<file path="src/dma_status_pkg.sv">
// package for the two-channel dma status-reporting block
// assumes a single 50 MHz clock domain and a host-side read port supplied by the enclosing controller
package dma_status_pkg;

  // ----------------------------------------------------------------
  // register map
  // ----------------------------------------------------------------
  localparam logic [11:0] dma_channel1_status_off = 12'hD3C;
  localparam logic [11:0] dma_channel2_status_off = 12'hE3C;

  // ----------------------------------------------------------------
  // status word fields
  // ----------------------------------------------------------------
  localparam int int_bit            = 31;
  localparam int done_bit           = 25;
  localparam int error_bit          = 15;
  localparam int cancel_bit         = 14;
  localparam int halt_bit           = 12;
  localparam int xfer_fault_bit     = 9;
  localparam int src_code_lsb       = 2;
  localparam int dst_code_lsb       = 0;

  // reserved bits read as zero
  localparam logic [31:0] status_reset = 32'h0000_0000;

  // ----------------------------------------------------------------
  // fault codes
  // ----------------------------------------------------------------
  localparam logic [1:0] fault_none   = 2'h0;
  localparam logic [1:0] fault_bus    = 2'h1;
  localparam logic [1:0] fault_retry  = 2'h2;
  localparam logic [1:0] fault_parity = 2'h3;

  // ----------------------------------------------------------------
  // retry limit
  // ----------------------------------------------------------------
  localparam int          retry_limit   = 64;
  localparam logic [6:0]  retry_max_cnt = 7'h40;

  // ----------------------------------------------------------------
  // per-channel event carrier
  // ----------------------------------------------------------------
  typedef struct packed {
    logic       op_start;     // operation begins, pulse
    logic       op_end;       // operation terminated, pulse
    logic       abort_wr;     // 1 written to abort command bit, pulse
    logic       stop_wr;      // 1 written to stop command bit, pulse
    logic       xfer_done;    // data transfer finished successfully, pulse
    logic       ack_valid;    // a transfer acknowledge outcome arrives, pulse
    logic       ack_dest;     // 1: destination side, 0: source side
    logic       ack_bus_err;  // bus error acknowledge
    logic       ack_retry;    // retry acknowledge
    logic       ack_parity;   // expansion bus parity error, source data cycle
    logic       irq_active;   // channel drives its dma interrupt
  } chan_event_t;

  typedef struct packed {
    logic       retry_again;  // reissue the transfer
    logic       terminate;    // end operation on fault
  } chan_cmd_t;

endpackage

</file>
<file path="src/dma_chan_status.sv">
// one channel's status word with fault tracking and retry limit
// assumes event inputs are one-cycle pulses synchronous to mclk
`timescale 1ns/1ps
module dma_chan_status (
  input  wire logic                        mclk,
  input  wire logic                        rst_n,
  input  wire logic                        clk_en,
  input  wire dma_status_pkg::chan_event_t ev,
  output logic [31:0]                      status_word,
  output dma_status_pkg::chan_cmd_t        cmd
);

  logic       done_reg;
  logic       error_reg;
  logic       cancel_reg;
  logic       halt_reg;
  logic       xfer_fault_reg;
  logic [1:0] src_code_reg;
  logic [1:0] dst_code_reg;
  logic [6:0] retry_cnt_reg;
  logic       int_reg;
  logic       fault_now;
  logic       retry_over;
  logic [1:0] fault_code;

  // ----------------------------------------------------------------
  // fault decode
  // ----------------------------------------------------------------
  assign retry_over = ev.ack_valid && ev.ack_retry && (retry_cnt_reg == dma_status_pkg::retry_max_cnt);
  always_comb begin
    fault_code = dma_status_pkg::fault_none;
    if (ev.ack_valid && ev.ack_bus_err) begin
      fault_code = dma_status_pkg::fault_bus;
    end else if (retry_over) begin
      fault_code = dma_status_pkg::fault_retry;
    end else if (ev.ack_valid && ev.ack_parity && !ev.ack_dest) begin
      fault_code = dma_status_pkg::fault_parity;
    end
  end
  assign fault_now = (fault_code != dma_status_pkg::fault_none);

  // ----------------------------------------------------------------
  // retry counter, per transfer
  // ----------------------------------------------------------------
  always_ff @(posedge mclk or negedge rst_n) begin
    if (!rst_n) begin
      retry_cnt_reg <= 7'h00;
    end else if (clk_en) begin
      if (ev.op_start || ev.xfer_done || fault_now) begin
        retry_cnt_reg <= 7'h00;
      end else if (ev.ack_valid && ev.ack_retry) begin
        retry_cnt_reg <= retry_cnt_reg + 7'h01;
      end
    end
  end

  always_ff @(posedge mclk or negedge rst_n) begin
    if (!rst_n) begin
      cmd <= '0;
    end else if (clk_en) begin
      // a fault on the same acknowledge wins, so the two replies never overlap
      cmd.retry_again <= ev.ack_valid && ev.ack_retry && !fault_now;
      cmd.terminate   <= fault_now;
    end
  end

  // ----------------------------------------------------------------
  // completion and interrupt
  // ----------------------------------------------------------------
  always_ff @(posedge mclk or negedge rst_n) begin
    if (!rst_n) begin
      done_reg <= 1'b0;
      int_reg  <= 1'b0;
    end else if (clk_en) begin
      int_reg <= ev.irq_active;
      // end wins over start so a same-cycle finish is not lost
      if (ev.op_end) begin
        done_reg <= 1'b1;
      end else if (ev.op_start) begin
        done_reg <= 1'b0;
      end
    end
  end

  // ----------------------------------------------------------------
  // error flags; set wins over the start clear
  // ----------------------------------------------------------------
  always_ff @(posedge mclk or negedge rst_n) begin
    if (!rst_n) begin
      error_reg      <= 1'b0;
      cancel_reg     <= 1'b0;
      halt_reg       <= 1'b0;
      xfer_fault_reg <= 1'b0;
      src_code_reg   <= dma_status_pkg::fault_none;
      dst_code_reg   <= dma_status_pkg::fault_none;
    end else if (clk_en) begin
      if (ev.op_start) begin
        error_reg      <= 1'b0;
        cancel_reg     <= 1'b0;
        halt_reg       <= 1'b0;
        xfer_fault_reg <= 1'b0;
        src_code_reg   <= dma_status_pkg::fault_none;
        dst_code_reg   <= dma_status_pkg::fault_none;
      end
      if (fault_now) begin
        error_reg      <= 1'b1;
        xfer_fault_reg <= 1'b1;
        if (ev.ack_dest) begin
          dst_code_reg <= fault_code;
        end else begin
          src_code_reg <= fault_code;
        end
      end
      if (ev.abort_wr) begin
        cancel_reg <= 1'b1;
      end
      if (ev.stop_wr) begin
        halt_reg <= 1'b1;
      end
    end
  end

  // reserved bits read as zero
  always_comb begin
    status_word                                 = dma_status_pkg::status_reset;
    status_word[dma_status_pkg::int_bit]        = int_reg;
    status_word[dma_status_pkg::done_bit]       = done_reg;
    status_word[dma_status_pkg::error_bit]      = error_reg;
    status_word[dma_status_pkg::cancel_bit]     = cancel_reg;
    status_word[dma_status_pkg::halt_bit]       = halt_reg;
    status_word[dma_status_pkg::xfer_fault_bit] = xfer_fault_reg;
    status_word[dma_status_pkg::src_code_lsb +: 2] = src_code_reg;
    status_word[dma_status_pkg::dst_code_lsb +: 2] = dst_code_reg;
  end

endmodule

</file>
<file path="src/dma_status_top.sv">
// two-channel dma status reporting: status words and registered host read port
// assumes the enclosing controller drives events as single-cycle pulses on mclk
// ----------------------------------------------------------------
// Summary of operation
// - bit 31 mirrors whether the channel currently drives its dma interrupt
// - completion flag clears on operation start, sets on any termination
// - completion flag is pollable and feeds the interrupt source output
// - error flag sets when the operation ends on an error condition
// - cancel flag sets when software writes 1 to the abort command bit
// - halt-requested flag sets on stop command write; completion shows real halt
// - transfer-fault flag sets when a source or destination access faults
// - source code: 00 none, 01 bus, 10 retry limit, 11 parity
// - destination code: 00 none, 01 bus error, 10 retry limit
// - retry up to 64 times; the 65th retry terminates with retry fault
// - reserved status bits carry no meaning; here they read zero
// ----------------------------------------------------------------
`timescale 1ns/1ps
module dma_status_top (
  input  wire logic                        mclk,
  input  wire logic                        rst_n,
  input  wire logic                        clk_en,
  input  wire dma_status_pkg::chan_event_t ch1_ev,
  input  wire dma_status_pkg::chan_event_t ch2_ev,
  input  wire logic                        rd_en,
  input  wire logic [11:0]                 rd_addr,
  output logic [31:0]                      rd_data,
  output logic                             rd_valid,
  output logic                             ch1_done_irq_src,
  output logic                             ch2_done_irq_src,
  output dma_status_pkg::chan_cmd_t        ch1_cmd,
  output dma_status_pkg::chan_cmd_t        ch2_cmd
);

  logic [31:0]                 ch1_word;
  logic [31:0]                 ch2_word;
  dma_status_pkg::chan_event_t ev_arr   [2];
  logic [31:0]                 word_arr [2];
  dma_status_pkg::chan_cmd_t   cmd_arr  [2];

  // ----------------------------------------------------------------
  // channels
  // ----------------------------------------------------------------
  assign ev_arr[0] = ch1_ev;
  assign ev_arr[1] = ch2_ev;

  generate
    for (genvar g = 0; g < 2; g++) begin : g_chan
      dma_chan_status u_dma_chan_status (
        .mclk        (mclk),
        .rst_n       (rst_n),
        .clk_en      (clk_en),
        .ev          (ev_arr[g]),
        .status_word (word_arr[g]),
        .cmd         (cmd_arr[g])
      );
    end
  endgenerate

  assign ch1_word = word_arr[0];
  assign ch2_word = word_arr[1];
  assign ch1_cmd  = cmd_arr[0];
  assign ch2_cmd  = cmd_arr[1];

  // ----------------------------------------------------------------
  // done as interrupt source; routing lives elsewhere
  // ----------------------------------------------------------------
  assign ch1_done_irq_src = ch1_word[dma_status_pkg::done_bit];
  assign ch2_done_irq_src = ch2_word[dma_status_pkg::done_bit];

  // ----------------------------------------------------------------
  // read port; unmapped offsets return zero, read has no side effect
  // ----------------------------------------------------------------
  always_ff @(posedge mclk or negedge rst_n) begin
    if (!rst_n) begin
      rd_data  <= 32'h0000_0000;
      rd_valid <= 1'b0;
    end else if (clk_en) begin
      rd_valid <= rd_en;
      if (rd_en && rd_addr == dma_status_pkg::dma_channel1_status_off) begin
        rd_data <= ch1_word;
      end else if (rd_en && rd_addr == dma_status_pkg::dma_channel2_status_off) begin
        rd_data <= ch2_word;
      end else if (rd_en) begin
        rd_data <= 32'h0000_0000;
      end
    end
  end

endmodule

</file>
<file path="config.mk">
export PLATFORM = sky130hd
export DESIGN_NAME = dma_status_top
export DESIGN_NICKNAME = d
export VERILOG_FILES = /design/src/dma_status_pkg.sv /design/src/dma_chan_status.sv /design/src/dma_status_top.sv
export SDC_FILE = /design/constraint.sdc
export NUM_CORES = 1
export LEC_CHECK = 0
export BUFFER_PORTS_ARGS = -buffer_cell sky130_fd_sc_hd__buf_2
export CORE_MARGIN = 4
export CORE_UTILIZATION = 49
export DETAILED_ROUTE_END_ITERATION = 8
export PLACE_DENSITY = 0.72
export SYNTH_ARGS = -nofsm -noshare
export SYNTH_HDL_FRONTEND = slang
export SYNTH_HIERARCHICAL = 1
export SYNTH_SLANG_ARGS = --single-unit
</file>
<file path="constraint.sdc">
create_clock -name mclk -period 1.6 [get_ports mclk]
set_clock_uncertainty 0.2 [all_clocks]
set_input_delay 0.16 -clock mclk [delete_from_list [all_inputs] [get_ports mclk]]
set_output_delay 0.16 -clock mclk [all_outputs]
set_load 0.05 [all_outputs]
</file>
# == Word-level counts from Yosys, hierarchy flattened ==
# Index checks and enable logic that the tools add are counted.
# totals
out_inout_bits,39
reg_bits,69
# classes
mux,35
n_reduce_logical,46
n_eq_ne,4
addsub,2
# op_table
cell,n
two-way mux 32 bit,3
two-way mux 2 bit,18
two-way mux 7 bit,4
== test 12 bit (second input constant),2
nonzero test 2 bit,12
AND reduction 2 bit,11
adder 7 x 1 -> 7 bit (second input constant),2
== test 7 bit (second input constant),2
logical AND 1 bit,14
two-way mux 1 bit,10
zero test 1 bit,4
logical OR 1 bit,4
nonzero test 3 bit,1

# == Depth between registers and ports, before layout ==
# depth
depth_word,9
ltp_mapped,6

# == Hierarchy ==
# Netlist, hierarchy kept.
# by_module_without_submodules
module,seq_area_each_um2,area_per_inst_um2,instances,cells_per_inst
dma_chan_status,450.4,1239.9,2,134
dma_status_top,825.8,1752.9,1,156

# == Least setup slack after synthesis ==
# OpenSTA, ideal clock, no wires.
# synth_path
path_kind,reg-to-reg
start,reg g_chan[0].u_dma_chan_status.retry_cnt_reg[0]
end,reg g_chan[0].u_dma_chan_status.retry_cnt_reg[1]
t_required_ns,1.278
t_arrival_ns,1.383
path_stages_with_launch,7
path_slack_ns,-0.105
path_cell_list,dfrtp_1 -> inv_1 -> ha_1 -> nor4b_4 -> nand3_2 -> and3_4 -> a32o_1
# synth_via
elab_chain_cells,8
word_cells_on_any_way,11
cone_classes,add/sub (1); eq/ne (1); mux (4); reduce/logical (5)
# synth_lines
item,line,source
start: declaration,dma_chan_status.sv:20,logic [6:0] retry_cnt_reg;
start signal: assignment,dma_chan_status.sv:52,retry_cnt_reg <= retry_cnt_reg + 7'h01;
== test 7 bit,dma_chan_status.sv:29,assign retry_over = ev.ack_valid && ev.ack_retry && (retry_cnt_reg == dma_status_pkg::retry_max_cnt);
logical AND 1 bit,dma_chan_status.sv:29,
two-way mux 2 bit,dma_chan_status.sv:34,end else if (retry_over) begin
two-way mux 2 bit,dma_chan_status.sv:32,if (ev.ack_valid && ev.ack_bus_err) begin
nonzero test 2 bit,dma_chan_status.sv:40,assign fault_now = (fault_code != dma_status_pkg::fault_none);
logical OR 1 bit,dma_chan_status.sv:49,if (ev.op_start || ev.xfer_done || fault_now) begin
nonzero test 2 bit (no line),--,
AND reduction 2 bit (no line),--,
# Parallel ways exist; a longest one is shown, timed or not. The select of a mux whose other input is x is not followed.
# A chain may end at the register's enable or synchronous reset.

# == Worst setup path in the final report ==
# layout_path
start,reg g_chan[0].u_dma_chan_status.retry_cnt_reg[1]
end,reg g_chan[0].u_dma_chan_status.src_code_reg[0]
# layout_via
elab_chain_cells,6
word_cells_on_any_way,7
cone_classes,eq/ne (1); mux (4); reduce/logical (2)
# layout_lines
item,line,source
== test 7 bit (*),dma_chan_status.sv:29,
logical AND 1 bit (*),dma_chan_status.sv:29,
two-way mux 2 bit (*),dma_chan_status.sv:34,
two-way mux 2 bit (*),dma_chan_status.sv:32,
two-way mux 2 bit or nonzero test 2 bit (tied branches),"dma_chan_status.sv:108, dma_chan_status.sv:40",
two-way mux 2 bit (*),dma_chan_status.sv:105,if (fault_now) begin
end signal: assignment,dma_chan_status.sv:94,src_code_reg <= dma_status_pkg::fault_none;
end signal: assignment,dma_chan_status.sv:102,src_code_reg <= dma_status_pkg::fault_none;
end signal: assignment,dma_chan_status.sv:111,src_code_reg <= fault_code;
end: declaration,dma_chan_status.sv:18,logic [1:0] src_code_reg;
# Mark *: on every way between the ends. The rest lies on a longest branch, timed or not.

==> metrics.csv <==
metric,value,unit
status,"complete, but fails checks",
failed_checks,setup timing,
crit_fanout,3,
swShare,25.1,%
synthSimpleGateAreaFrac,16.5,%
ys.flop_type,dfrtp_1,
route.vias.total,3333,
postRouteAntennaNets,0,
overflow,0,
hold_slack,0.0384,ns
syn_to_final_growth,20.2,%
htreeDepth,3,
grtUsageMet2,30.0,%
cp_slowest_stage_delay,0.38,ns
fp.coreArea,0.00830,mm^2
yosysWarningCount,6,
fmax,575,MHz
clk_latency,0.34,ns
tightest_slew,0.492,ns
layout-drive-gt1-share,36.3,%
yosys.area.top_type,dfrtp_1,
pwr-share-comb,12.9,%
synth_xor_area_share,0,%
busiest_layer,met2,
initial_core_util,51.0,%
post-route-min-period,1.74,ns
fill_cells,699,
p_sw,1090,uW
slew_headroom,66.8,%
cts_tree,yes,
dieArea,0.0102,mm^2
internal_power,3240,uW
p_leak,0.00240,uW
synth_top_family_by_area,compound AO/OA/AOI/OAI gates,
power_density,851,mW/mm^2
hpwl,6600,um
ys_async_sr_fraction,100,%
die_h,101,um
antenna_found_initial,0,
clkTransAtPathRegs,0.07,ns
finish.utilization,61.3,%
clock_power_share,44.4,%
portBuffers,76,
irDropWorstVdd,0.364,mV
path_class,reg2reg,
routed_wl,9480,um
rsz0062_at_grt,yes,
placed_cells,593,
first_pass_iters,4,
final-hold-violation-count,0,
diodes,0,
ys_ff_latch,69,
seqPwrFrac,42.7,%
grt_first_pass_wirelength,15600,um
cp_slowest_cell,dfrtp_1,
worst-path-buf-inv,2,
nNetsFinal,555,
syn_avg_cell_area,9.98,um^2
io_pins,77,
maxSlewViolCount,0,
grt_util_met3,4.08,%
synthMuxAreaShare,1.01,%
ys_types,43,
fp.dieW,101,um
drc,0,
first_iter_violations,154,
synth-edff-count,0,
post_drt_wl_per_cell,15.2,um
synth.area.top_cells,"dfrtp_1 41%, buf_4 10%, o31ai_2 8.9%",
drv_cap,0,
cts_buffer_depth,2,
finalCritPeriodShare,109,%
synth_seq_area_share,40.8,%
largest_register_ffs,32,
grt_start_max_net_pins,70,
numClockSinks,69,
cp.arrival,1.75,ns
cp_top_family,simple AND/OR/NAND/NOR gates,
cts_root_buf,clkbuf_8,
min_path_type,in2reg,
gp_congestion,0.874,
endpoint_kind,flop,
grt_use_total,19.1,%
rows,33,
finalNonFillerCells,623,
startpoint_type,flop,
grt_pass1_vias,3153,
synth-compound-area-share,25.9,%
critical_path_required,1.61,ns
finalWorstSetupSlack,-0.138,ns
synth_fa_ha_area_share,1.18,%
path_cells,inv_1 -> ha_2 -> nor4b_4 -> nand3_2 -> buf_6 -> nor4_2 -> a21oi_1,
setup_viol,25,
synthCells,424,
grtUsageMet1,26.6,%
vias_per_cell,5.35,
synth.top_cell.area_share,40.8,%
cts-buffers-inserted,9,
synthesis.area,0.00423,mm^2
## metrics by stage
| stage | power [uW] | TNS [ns] | setup WS [ns] | area (um^2) |
|---|---|---|---|---|
| 6_report | 4330 | -1.49 | -0.138 | 5090 |
| 5_1_grt | 4520 | -3.84 | -0.204 | 5090 |
| 4_1_cts | 4350 | -1.12 | -0.107 | 5020 |
| 3_5_place_dp | 2410 | -0.676 | -0.102 | 4600 |
| 3_3_place_gp | 2390 | -0.203 | -0.0616 | 4600 |
| 2_1_floorplan | 2320 | -0.241 | -0.0648 | 4400 |
## cells in the mapped netlist (6+ instances only)
master and n:
a22oi_1 32, a22o_1 8, nor2_1 8, o31ai_2 30
buf_4 58, nor2b_1 6, o31ai_1 12, a21oi_1 6
nand4_1 10, buf_2 13, inv_1 13, a31oi_1 6
nand2_1 57, nor4_1 6, dfrtp_1 69, o21ai_0 15
clkbuf_1 7, nand3_1 6
## power groups by stage
stage / Sequential, uW / Combinational, uW / Clock [uW]
6_report: 1850 / 558 / 1920
2_1_floorplan: 1910 / 416 / 0
4_1_cts: 1850 / 550 / 1950
5_1_grt: 1860 / 616 / 2050
3_3_place_gp: 1880 / 513 / 0
3_5_place_dp: 1880 / 524 / 0
## per-layer routing
| metal | vias to the layer above | share of wire (%) |
|---|---|---|
| li1 | 1641 | - |
| met1 | 1598 | 45 |
| met2 | 85 | 48 |
| met3 | 9 | 5.5 |
| met4 | 0 | 1.0 |
| met5 | - | 0 |
## cell families after synthesis
| group | after synthesis |
|---|---|
| AOI/OAI and AO/OA | 129 |
| adders and majority gates | 4 |
| buffers and inverters | 95 |
| DFF | 69 |
| muxes | 4 |
| other | 2 |
| and+or+nand+nor | 121 |
## placed cells by master, fill, tap and decap left out, drive strengths merged, types with 5 or more instances in the layout
master,Yosys,routed
a21oi,6,6
a22o,10,10
a22oi,32,32
a31oi,6,6
and3,5,5
buf,75,107
clkbuf,7,10
conb,2,44
dfrtp,69,69
dlygate4sd3,0,11
inv,13,13
nand2,57,57
nand3,9,9
nand4,10,10
nor2,10,10
nor2b,6,6
nor4,6,6
o21ai,15,15
o31ai,42,42
## worst min-delay path: stages
cell,delay [ns]
buf_2,0.08
buf_4,0.12
nor4_2,0.04
a21oi_1,0.11
## worst paths after layout
kind / from / endpoint / slack (ns) / cells after the start
worst max-delay path: g_chan[0].u_dma_chan_status/retry_cnt_reg[1] / g_chan[0].u_dma_chan_status/src_code_reg[0] / -0.14 / 7
worst min-delay path: ch1_ev[4] / g_chan[0].u_dma_chan_status/src_code_reg[0] / 0.04 / 4
worst max register to register: g_chan[0].u_dma_chan_status/retry_cnt_reg[1] / g_chan[0].u_dma_chan_status/src_code_reg[0] / -0.14 / 7
worst min register to register: rd_data[16] / rd_data[16] / 0.28 / 2
max in group asynchronous: rst_n / g_chan[0].u_dma_chan_status/retry_cnt_reg[6] / 0.69 / 3
min in group asynchronous: rst_n / rd_data[30] / 0.15 / 3
## what timing repair did
item,CTS,global route
hold endpoints to repair,80,0
setup buffers,3,0
hold buffers,11,0
pin swaps,14,17
resized for setup,6,13
endpoints found under the setup margin,22,28
## area by class of cell
| cell class | count | area [um^2] | area share (%) |
|---|---|---|---|
| multi-input cells | 302 | 2140 | 42.1 |
| inverters | 13 | 48.8 | 0.959 |
| clock inverters | 6 | 134 | 2.63 |
| clock buffers | 10 | 138 | 2.71 |
| repair buffers | 118 | 768 | 15.1 |
| well taps | 105 | 131 | 2.58 |
| flip-flops and latches | 69 | 1730 | 33.9 |
(Power assumes the default switching activity.)
